==> src/sdi_pkg.sv <==
// constants, register map and carrier types of the status indicator block
`default_nettype none
package sdi_pkg;
    // ********************************************************************
    // clock and timing
    // ********************************************************************
    localparam int CLK_HZ = 10_000_000;
    localparam int TICK_MS = 10;
    localparam int TICK_CYC_DEF = CLK_HZ / 1000 * TICK_MS;
    localparam int HOLD_MS = 5000;
    localparam int DEB_MS = 20;
    localparam int FLASH_MS = 500;
    localparam int GAP_MS = 300;
    localparam int PAUSE_MS = 2000;
    localparam int HB_MS = 500;
    localparam int BLINK_MS = 250;
    localparam logic [9:0] HOLD_T = 10'(HOLD_MS / TICK_MS);
    localparam logic [9:0] DEB_T = 10'(DEB_MS / TICK_MS);
    localparam logic [9:0] FLASH_T = 10'(FLASH_MS / TICK_MS);
    localparam logic [9:0] GAP_T = 10'(GAP_MS / TICK_MS);
    localparam logic [9:0] PAUSE_T = 10'(PAUSE_MS / TICK_MS);
    localparam logic [9:0] HB_T = 10'(HB_MS / TICK_MS);
    localparam logic [9:0] BLINK_T = 10'(BLINK_MS / TICK_MS);
    // ********************************************************************
    // register offsets (byte addresses)
    // ********************************************************************
    localparam logic [7:0] A_CTRL = 8'h00;
    localparam logic [7:0] A_WCOND = 8'h04;
    localparam logic [7:0] A_WLATCH = 8'h08;
    localparam logic [7:0] A_FCODE = 8'h0C;
    localparam logic [7:0] A_LSMAP = 8'h10;
    localparam logic [7:0] A_ISTAT = 8'h14;
    localparam logic [7:0] A_IMASK = 8'h18;
    localparam logic [7:0] A_STATUS = 8'h1C;
    // ctrl and fcode field positions
    localparam int C_UTIL = 0;
    localparam int C_GEN = 1;
    localparam int C_AUTO = 2;
    localparam int C_SYNCING = 3;
    localparam int C_SYNCED = 4;
    localparam int C_FAIL = 5;
    localparam int C_SYNCOK = 6;
    localparam int C_CODE = 8;
    localparam int F_CNT = 16;
    // interrupt bit positions
    localparam int I_ENTER = 0;
    localparam int I_EXIT = 1;
    localparam int I_RESET = 2;
    localparam int I_WARN = 3;
    // reset values
    localparam logic [31:0] CTRL_RST = 32'h0000_0000;
    localparam logic [31:0] ZERO32 = 32'h0000_0000;
    // ********************************************************************
    // system state codes and glyphs (gfedcba)
    // ********************************************************************
    localparam logic [2:0] ST_NOTAV = 3'h0;
    localparam logic [2:0] ST_SYNC = 3'h1;
    localparam logic [2:0] ST_OK = 3'h2;
    localparam logic [2:0] ST_MAN = 3'h3;
    localparam logic [2:0] ST_STBY = 3'h4;
    localparam logic [6:0] G_DASH = 7'h40;
    localparam logic [6:0] G_SIX = 7'h7D;
    localparam logic [6:0] G_SEVEN = 7'h07;
    localparam logic [6:0] G_C = 7'h39;
    localparam logic [6:0] G_J = 7'h1E;
    localparam logic [6:0] G_OFF = 7'h00;
    // ********************************************************************
    // carriers
    // ********************************************************************
    typedef struct packed {
        logic dp;
        logic [6:0] seg;
    } sdi_disp_t;
    typedef struct packed {
        logic util_avail;
        logic genset_avail;
        logic not_auto;
        logic common_warning;
        logic heartbeat;
        logic sync_green;
        logic sync_red;
    } sdi_lamps_t;
endpackage
`default_nettype wire

==> src/sdi_status_indicator.sv <==
// front-panel lamps, state digit and fault reset logic with wishbone regs
// ****************************************************************************
// Summary of operation
// - lamps show availability, auto, common warning
// - heartbeat lamp blinks while running
// - sync lamp blinks, steady green, or red
// - reset gives state mode, point dark
// - state glyphs dash, 6, 7, C, J
// - five second hold enters diagnostic mode
// - decimal point lit during diagnostic mode
// - flash code digits with gaps, long pause
// - warnings latch until fault reset
// - latched warnings mapped onto low-side drivers
// - five second hold leaves diagnostic mode
// - short press outside diagnostics clears corrected
// - sync flashing needs enable and both sources
// - availability relays follow availability lamps
// - sync check passed output
// ****************************************************************************
`default_nettype none
module sdi_status_indicator #(
    parameter int TICK_CYC = sdi_pkg::TICK_CYC_DEF
) (
    // clock, reset, enable
    input wire logic clk_i,
    input wire logic rst_i,
    input wire logic ce_i,
    // wishbone slave
    input wire logic cyc_i,
    input wire logic stb_i,
    input wire logic we_i,
    input wire logic [7:0] adr_i,
    input wire logic [3:0] sel_i,
    input wire logic [31:0] dat_i,
    output logic [31:0] dat_o,
    output logic ack_o,
    output logic irq_o,
    // panel pins
    input wire logic fault_reset_switch_in,
    input wire logic sync_enable_in,
    output sdi_pkg::sdi_lamps_t lamps_o,
    output sdi_pkg::sdi_disp_t state_digit_display,
    output logic util_relay_o,
    output logic gen_relay_o,
    output logic sync_ok_o,
    output logic [7:0] low_side_o
);

    // ************************************************************************
    // helpers
    // ************************************************************************
    // byte-lane write merge
    function automatic logic [31:0] merge(input logic [31:0] old,
                                          input logic [31:0] nw,
                                          input logic [3:0] sel);
        logic [31:0] m;
        m = {{8{sel[3]}}, {8{sel[2]}}, {8{sel[1]}}, {8{sel[0]}}};
        return (old & ~m) | (nw & m);
    endfunction

    // bcd digit to segments
    function automatic logic [6:0] digit_seg(input logic [3:0] d);
        case (d)
            4'h0: digit_seg = 7'h3F;
            4'h1: digit_seg = 7'h06;
            4'h2: digit_seg = 7'h5B;
            4'h3: digit_seg = 7'h4F;
            4'h4: digit_seg = 7'h66;
            4'h5: digit_seg = 7'h6D;
            4'h6: digit_seg = 7'h7D;
            4'h7: digit_seg = 7'h07;
            4'h8: digit_seg = 7'h7F;
            4'h9: digit_seg = 7'h6F;
            default: digit_seg = sdi_pkg::G_DASH;
        endcase
    endfunction

    // ************************************************************************
    // time base
    // ************************************************************************
    logic [16:0] tick_cnt_r;
    logic tick;
    assign tick = ce_i && (tick_cnt_r == 17'(TICK_CYC - 1));

    // free-running tick divider
    always_ff @(posedge clk_i) begin
        if (rst_i) begin
            tick_cnt_r <= 17'h0_0000;
        end else if (ce_i) begin
            tick_cnt_r <= tick ? 17'h0_0000 : tick_cnt_r + 17'h0_0001;
        end
    end

    // ************************************************************************
    // pin synchronisers and switch debounce
    // ************************************************************************
    logic [1:0] sw_sync_r;
    logic [1:0] en_sync_r;
    logic sw_r;
    logic [9:0] deb_cnt_r;

    // two-flop synchronisers
    always_ff @(posedge clk_i) begin
        if (rst_i) begin
            sw_sync_r <= 2'h0;
            en_sync_r <= 2'h0;
        end else if (ce_i) begin
            sw_sync_r <= {sw_sync_r[0], fault_reset_switch_in};
            en_sync_r <= {en_sync_r[0], sync_enable_in};
        end
    end

    // level accepted after staying changed for the debounce time
    always_ff @(posedge clk_i) begin
        if (rst_i) begin
            sw_r <= 1'b0;
            deb_cnt_r <= 10'h000;
        end else if (ce_i) begin
            if (sw_sync_r[1] == sw_r) begin
                deb_cnt_r <= 10'h000;
            end else if (tick) begin
                if (deb_cnt_r == sdi_pkg::DEB_T - 10'h001) begin
                    sw_r <= sw_sync_r[1];
                    deb_cnt_r <= 10'h000;
                end else begin
                    deb_cnt_r <= deb_cnt_r + 10'h001;
                end
            end
        end
    end

    // ************************************************************************
    // press timing and mode
    // ************************************************************************
    logic [9:0] press_r;
    logic long_done_r;
    logic diag_r;
    logic sw_d_r;
    logic long_hit;
    logic fr_pulse;
    assign long_hit = tick && sw_r && !long_done_r &&
                      (press_r == sdi_pkg::HOLD_T - 10'h001);
    assign fr_pulse = ce_i && sw_d_r && !sw_r && !long_done_r && !diag_r;

    // press length counter, stops at HOLD_T - 1 once the hold time is reached
    always_ff @(posedge clk_i) begin
        if (rst_i) begin
            press_r <= 10'h000;
            long_done_r <= 1'b0;
            sw_d_r <= 1'b0;
        end else if (ce_i) begin
            sw_d_r <= sw_r;
            if (!sw_r) begin
                press_r <= 10'h000;
                long_done_r <= 1'b0;
            end else if (long_hit) begin
                long_done_r <= 1'b1;
            end else if (tick && !long_done_r) begin
                press_r <= press_r + 10'h001;
            end
        end
    end

    // long hold toggles between state and diagnostic mode
    always_ff @(posedge clk_i) begin
        if (rst_i) begin
            diag_r <= 1'b0;
        end else if (ce_i && long_hit) begin
            diag_r <= !diag_r;
        end
    end

    // ************************************************************************
    // wishbone registers
    // ************************************************************************
    logic [31:0] ctrl_r;
    logic [7:0] wcond_r;
    logic [7:0] wlatch_r;
    logic [17:0] fcode_r;
    logic [7:0] lsmap_r;
    logic [3:0] istat_r;
    logic [3:0] imask_r;
    logic ack_r;
    logic [31:0] rdat_r;
    logic acc;
    logic wr;
    logic [3:0] ev;
    logic [31:0] rd_mux;
    assign acc = ce_i && cyc_i && stb_i && !ack_r;
    assign wr = acc && we_i;

    // writable registers
    always_ff @(posedge clk_i) begin
        if (rst_i) begin
            ctrl_r <= sdi_pkg::CTRL_RST;
            wcond_r <= 8'h00;
            fcode_r <= 18'h0_0000;
            lsmap_r <= 8'h00;
            imask_r <= 4'h0;
        end else if (wr) begin
            case (adr_i)
                sdi_pkg::A_CTRL: ctrl_r <= merge(ctrl_r, dat_i, sel_i);
                sdi_pkg::A_WCOND:
                    wcond_r <=
                        8'(merge({24'h00_0000, wcond_r}, dat_i, sel_i));
                sdi_pkg::A_FCODE:
                    fcode_r <=
                        18'(merge({14'h0000, fcode_r}, dat_i, sel_i));
                sdi_pkg::A_LSMAP:
                    lsmap_r <=
                        8'(merge({24'h00_0000, lsmap_r}, dat_i, sel_i));
                sdi_pkg::A_IMASK:
                    imask_r <=
                        4'(merge({28'h000_0000, imask_r}, dat_i, sel_i));
                default: ;
            endcase
        end
    end

    // read mux, unmapped addresses read zero
    always_comb begin
        case (adr_i)
            sdi_pkg::A_CTRL: rd_mux = ctrl_r;
            sdi_pkg::A_WCOND: rd_mux = {24'h00_0000, wcond_r};
            sdi_pkg::A_WLATCH: rd_mux = {24'h00_0000, wlatch_r};
            sdi_pkg::A_FCODE: rd_mux = {14'h0000, fcode_r};
            sdi_pkg::A_LSMAP: rd_mux = {24'h00_0000, lsmap_r};
            sdi_pkg::A_ISTAT: rd_mux = {28'h000_0000, istat_r};
            sdi_pkg::A_IMASK: rd_mux = {28'h000_0000, imask_r};
            sdi_pkg::A_STATUS:
                rd_mux = {29'h0000_0000, en_sync_r[1], sw_r, diag_r};
            default: rd_mux = sdi_pkg::ZERO32;
        endcase
    end

    // one-cycle ack with registered read data
    always_ff @(posedge clk_i) begin
        if (rst_i) begin
            ack_r <= 1'b0;
            rdat_r <= sdi_pkg::ZERO32;
        end else if (ce_i) begin
            ack_r <= acc;
            if (acc && !we_i) begin
                rdat_r <= rd_mux;
            end
        end
    end
    assign ack_o = ack_r;
    assign dat_o = rdat_r;

    // ************************************************************************
    // warning latch and interrupts
    // ************************************************************************
    // latched warnings hold until a fault reset drops corrected ones
    always_ff @(posedge clk_i) begin
        if (rst_i) begin
            wlatch_r <= 8'h00;
        end else if (ce_i) begin
            if (fr_pulse) begin
                wlatch_r <= wcond_r;
            end else begin
                wlatch_r <= wlatch_r | wcond_r;
            end
        end
    end

    assign ev[sdi_pkg::I_ENTER] = long_hit && !diag_r;
    assign ev[sdi_pkg::I_EXIT] = long_hit && diag_r;
    assign ev[sdi_pkg::I_RESET] = fr_pulse;
    assign ev[sdi_pkg::I_WARN] = ce_i && ((wcond_r & ~wlatch_r) != 8'h00);

    // sticky status, read clears, new event wins
    always_ff @(posedge clk_i) begin
        if (rst_i) begin
            istat_r <= 4'h0;
        end else if (ce_i) begin
            if (acc && !we_i && adr_i == sdi_pkg::A_ISTAT) begin
                istat_r <= ev;
            end else begin
                istat_r <= istat_r | ev;
            end
        end
    end
    assign irq_o = (istat_r & imask_r) != 4'h0;

    // ************************************************************************
    // diagnostic code flasher
    // ************************************************************************
    typedef enum logic [3:0] {
        FL_IDLE = 4'b0001,
        FL_ON = 4'b0010,
        FL_GAP = 4'b0100,
        FL_PAUSE = 4'b1000
    } sdi_fl_t;
    sdi_fl_t fl_r;
    logic [9:0] fl_cnt_r;
    logic [1:0] dig_r;
    logic fl_end;
    logic [3:0] cur_dig;
    assign fl_end = tick && (fl_cnt_r == 10'h000);
    assign cur_dig = fcode_r[{dig_r, 2'b00} +: 4];

    // one digit on, short gap, long pause after the last
    always_ff @(posedge clk_i) begin
        if (rst_i || (ce_i && !diag_r)) begin
            fl_r <= FL_IDLE;
            fl_cnt_r <= 10'h000;
            dig_r <= 2'h0;
        end else if (ce_i) begin
            if (tick && fl_cnt_r != 10'h000) begin
                fl_cnt_r <= fl_cnt_r - 10'h001;
            end
            case (fl_r)
                FL_IDLE: begin
                    fl_r <= FL_ON;
                    dig_r <= 2'h0;
                    fl_cnt_r <= sdi_pkg::FLASH_T - 10'h001;
                end
                FL_ON: if (fl_end) begin
                    if (dig_r == fcode_r[sdi_pkg::F_CNT +: 2]) begin
                        fl_r <= FL_PAUSE;
                        fl_cnt_r <= sdi_pkg::PAUSE_T - 10'h001;
                    end else begin
                        fl_r <= FL_GAP;
                        fl_cnt_r <= sdi_pkg::GAP_T - 10'h001;
                    end
                end
                FL_GAP: if (fl_end) begin
                    fl_r <= FL_ON;
                    dig_r <= dig_r + 2'h1;
                    fl_cnt_r <= sdi_pkg::FLASH_T - 10'h001;
                end
                FL_PAUSE: if (fl_end) begin
                    fl_r <= FL_ON;
                    dig_r <= 2'h0;
                    fl_cnt_r <= sdi_pkg::FLASH_T - 10'h001;
                end
                default: fl_r <= FL_IDLE;
            endcase
        end
    end

    // ************************************************************************
    // display, blinkers and lamps
    // ************************************************************************
    logic [6:0] state_glyph;
    logic [9:0] hb_cnt_r;
    logic [9:0] bl_cnt_r;
    logic hb_r;
    logic bl_r;
    logic sync_flash;
    logic ut;
    logic gn;

    // system state glyph
    always_comb begin
        case (ctrl_r[sdi_pkg::C_CODE +: 3])
            sdi_pkg::ST_SYNC: state_glyph = sdi_pkg::G_SIX;
            sdi_pkg::ST_OK: state_glyph = sdi_pkg::G_SEVEN;
            sdi_pkg::ST_MAN: state_glyph = sdi_pkg::G_C;
            sdi_pkg::ST_STBY: state_glyph = sdi_pkg::G_J;
            default: state_glyph = sdi_pkg::G_DASH;
        endcase
    end

    // registered digit and point
    always_ff @(posedge clk_i) begin
        if (rst_i) begin
            state_digit_display <= '{dp: 1'b0, seg: sdi_pkg::G_DASH};
        end else if (ce_i) begin
            state_digit_display.dp <= diag_r;
            if (!diag_r) begin
                state_digit_display.seg <= state_glyph;
            end else if (fl_r == FL_ON) begin
                state_digit_display.seg <= digit_seg(cur_dig);
            end else begin
                state_digit_display.seg <= sdi_pkg::G_OFF;
            end
        end
    end

    // heartbeat and sync blink generators
    always_ff @(posedge clk_i) begin
        if (rst_i) begin
            hb_cnt_r <= 10'h000;
            bl_cnt_r <= 10'h000;
            hb_r <= 1'b0;
            bl_r <= 1'b0;
        end else if (tick) begin
            if (hb_cnt_r == sdi_pkg::HB_T - 10'h001) begin
                hb_cnt_r <= 10'h000;
                hb_r <= !hb_r;
            end else begin
                hb_cnt_r <= hb_cnt_r + 10'h001;
            end
            if (bl_cnt_r == sdi_pkg::BLINK_T - 10'h001) begin
                bl_cnt_r <= 10'h000;
                bl_r <= !bl_r;
            end else begin
                bl_cnt_r <= bl_cnt_r + 10'h001;
            end
        end
    end

    assign ut = ctrl_r[sdi_pkg::C_UTIL];
    assign gn = ctrl_r[sdi_pkg::C_GEN];
    assign sync_flash = en_sync_r[1] && ut && gn &&
                        ctrl_r[sdi_pkg::C_SYNCING];

    // registered lamps and drivers
    always_ff @(posedge clk_i) begin
        if (rst_i) begin
            lamps_o <= '0;
            util_relay_o <= 1'b0;
            gen_relay_o <= 1'b0;
            sync_ok_o <= 1'b0;
            low_side_o <= 8'h00;
        end else if (ce_i) begin
            lamps_o.util_avail <= ut;
            lamps_o.genset_avail <= gn;
            lamps_o.not_auto <= !ctrl_r[sdi_pkg::C_AUTO];
            lamps_o.common_warning <= wlatch_r != 8'h00;
            lamps_o.heartbeat <= hb_r;
            lamps_o.sync_red <= ctrl_r[sdi_pkg::C_FAIL];
            if (ctrl_r[sdi_pkg::C_FAIL]) begin
                lamps_o.sync_green <= 1'b0;
            end else if (ctrl_r[sdi_pkg::C_SYNCED]) begin
                lamps_o.sync_green <= 1'b1;
            end else begin
                lamps_o.sync_green <= sync_flash && bl_r;
            end
            util_relay_o <= ut;
            gen_relay_o <= gn;
            sync_ok_o <= ctrl_r[sdi_pkg::C_SYNCOK];
            low_side_o <= wlatch_r & lsmap_r;
        end
    end
endmodule
`default_nettype wire

==> config.mk <==
export PLATFORM = sky130hd
export DESIGN_NAME = sdi_status_indicator
export DESIGN_NICKNAME = d
export VERILOG_FILES = /design/src/sdi_pkg.sv /design/src/sdi_status_indicator.sv
export SDC_FILE = /design/constraint.sdc
export NUM_CORES = 1
export LEC_CHECK = 0
export BUFFER_PORTS_ARGS = -buffer_cell sky130_fd_sc_hd__buf_4
export CORE_MARGIN = 4
export CORE_UTILIZATION = 59
export DETAILED_ROUTE_END_ITERATION = 8
export PLACE_DENSITY = 0.78
export SETUP_SLACK_MARGIN = 0.05
export SKIP_CTS_REPAIR_TIMING = 1
export SYNTH_ARGS = -nofsm -noshare
export SYNTH_HDL_FRONTEND = slang
export SYNTH_SLANG_ARGS = --single-unit
export TNS_END_PERCENT = 30
==> constraint.sdc <==
create_clock -name clk_i -period 3.7 [get_ports clk_i]
set_input_delay 0.74 -clock clk_i [delete_from_list [all_inputs] [get_ports clk_i]]
set_output_delay 0.74 -clock clk_i [all_outputs]
set_load 0.005 [all_outputs]
==> results_dict.tcl <==
set metrics [dict create \
    cts_made_buffers 23 \
    yosysUniqueCellTypes 69 \
    grt_pass1_wl_mm 41.4 \
    die_h_um 138 \
    timing.critical_path.cells "or4b_1 > or4b_4 > or4_1 > a211oi_2 > xnor2_1 > nor2_1" \
    n_antenna_cell 0 \
    tightestPinTransition_ns 0.862 \
    grt_pass1_vias 8308 \
    max_cap_viol_count 0 \
    seq_power_share_pct 49.9 \
    muxShareOfSynthArea_pct 7.82 \
    cts_tree "done" \
    crit_path_start_kind "flip-flop" \
    routed_wl_mm 24.8 \
    num_vias 8755 \
    holdWs_ns 0.450 \
    nets 1314 \
    wl_per_cell_um 16.7 \
    swShare_pct 22.3 \
    area_delta_synth_final_pct 17.2 \
    ant_nets 0 \
    drc_errors 0 \
    drive_gt1_share_pct 15.5 \
    first_pass_iters 5 \
    synth_compound_area_share_pct 14.8 \
    cp_max_fo 10 \
    grt_antenna_before_repair 0 \
    place.gp.congestion 0.948 \
    worst_skew_pair.late_latency_ns 0.51 \
    synth_seq_cells 222 \
    met3_usage_pct 4.13 \
    rsz0062_at_grt "false" \
    grt_max_degree 81 \
    crit_required_ns 4.08 \
    grt_busiest_layer "met2" \
    fmax_mhz 360 \
    cp_slowest_stage_delay_ns 0.68 \
    finish.instance_area_sq_um 11700 \
    placed_cell_area_sq_um 10900 \
    synth_top_family_by_area "simple AND/OR/NAND/NOR gates" \
    power.share.clock_pct 45.7 \
    htree_levels 1 \
    final_cells 1482 \
    synth_common_cells "dfxtp_1, nor2_1, nand2_1, a21oi_1, mux2i_1" \
    met1_usage_pct 35.8 \
    dp_hpwl_mm 17.4 \
    seq_area_frac_synth_pct 44.7 \
    synth_area_leaders "dfxtp_1, nor2_1, mux2i_1" \
    setup_violations 0 \
    synth_top_area_cell "dfxtp_1" \
    worst_setup_path_end_kind "flip-flop" \
    netlist_instances 1157 \
    critPathArrivalTime_ns 3.16 \
    avgSynthCellArea_sq_um 8.60 \
    timing.critical_path.buf_inv 0 \
    period_share_pct 75.1 \
    yosys.area_share.xor_xnor_pct 5.11 \
    grt-ovfl-total 0 \
    start_util_pct 60.2 \
    synth_nets 1224 \
    vdd_drop_max_uv 333 \
    core_sq_um 16500 \
    syn_area_sq_um 9950 \
    yosysTopAreaCellShare_pct 44.7 \
    dpl.cell_count 1442 \
    synth-async-reset-ratio_pct 0 \
    yosysWarnings 0 \
    skew_ns 0.0180 \
    numPortBuffers 111 \
    worst_hold_path_type "reg2reg" \
    grt_usage_pct 26.6 \
    powerDensity_nw_per_um2 415 \
    row_count 47 \
    cp_slowest_cell "or4_1" \
    period_needed_ns 2.78 \
    switching_power_uw 1080 \
    die_width_um 138 \
    drtIter0Drc 651 \
    io_pins 112 \
    timing.final.hold_violations 0 \
    synth.most_common_cell "dfxtp_1" \
    p_comb_share_pct 4.4 \
    synth_ff_type "dfxtp_1" \
    crit_family "simple AND/OR/NAND/NOR gates" \
    cts_buffer_depth 3 \
    yosys.area_share.adder_pct 1.89 \
    dieArea_sq_um 19000 \
    synth-edff-count 0 \
    worstSetupPathType "reg2reg" \
    viasPerCell 5.91 \
    gr-usage-met2_pct 43.5 \
    finalSetupTns_ns 0 \
    cts_sinks 222 \
    final_max_slew_viol_count 0 \
    p_leak_uw 0.00434 \
    status "complete, no violations" \
    clkSlewWorstSetupHoldPaths_ns 0.06 \
    synthSimpleGateAreaFrac_pct 21.9 \
    relSlewSlack_pct 42.6 \
    clock-root-buffer "clkbuf_16" \
    p_int_uw 3760 \
]
## kinds of logic (layout without fill, tap and decap cells)
kind of cell	after synthesis	in the layout
and+or+nand+nor	466	466
muxes	71	71
adders and majority gates	15	15
xor gates and xnor gates	58	58
AOI/OAI and AO/OA	228	228
buffers and inverters	97	202
DFF	222	222
## through the flow
stage                     power [uW]  utilization [%]  worst slack, ns
after floorplan                 2580                -            0.828
after global placement          2680             66.3            0.641
after detailed placement        2680             66.3            0.578
after CTS                       4880             70.6            0.918
after global routing            5000             70.6            0.820
final                           4840             70.6            0.920
## path summary, 6_finish.rpt
path,endpoint,from,depth (start not counted),slack [ns]
max,press_r[6],tick_cnt_r[8],6,0.92
min,low_side_o[0],low_side_o[0],2,0.45
max reg2reg,press_r[6],tick_cnt_r[8],6,0.92
min reg2reg,low_side_o[0],low_side_o[0],2,0.45
## power by group through the flow
stage / Sequential (uW) / Combinational [uW] / Clock (uW)
floorplan: 2470 / 118 / 0
global placement: 2470 / 210 / 0
CTS: 2420 / 213 / 2250
finish: 2420 / 214 / 2210
global route: 2420 / 234 / 2350
detailed placement: 2470 / 211 / 0
## cell usage in the layout, fill, tap and decap left out, types with 6 or more instances in the layout
cell	instances
buf_4	132
clkinv_2	6
mux2i_1	62
nand4_1	14
nor2_1	199
nor4_1	8
a211oi_1	7
nor2b_1	7
o22ai_1	8
xnor2_1	27
or3_1	11
ha_1	15
o21ai_0	49
nand3_1	42
and3_1	7
a22oi_1	40
nor3_1	21
xor2_1	31
inv_1	30
a222oi_1	10
a21oi_1	69
a22o_1	7
clkbuf_16	23
dfxtp_1	222
or2_2	8
nand2_1	101
## layer usage
layer / up-vias / part of all wire, %
li1: 4261 / -
met1: 4121 / 43
met2: 306 / 47
met3: 67 / 6.6
met4: 0 / 3.2
met5: - / 0
## worst min-delay path, delay by kind of cell (launching register included)
family	cells	cell delay (ns)
flops	1	0.31
compound gates	1	0.05
simple gates	1	0.05
## area by class of cell
type	count	area, sq um
Timing Repair Buffer	132	991
Inverter	30	113
Tap cell	220	275
Fill cell	1354	4860
Multi-Input combinational cell	838	5130
Sequential cell	222	4440
Clock buffer	31	636
Clock inverter	9	77.6
Note: power is estimated with default switching activity, not from simulation.
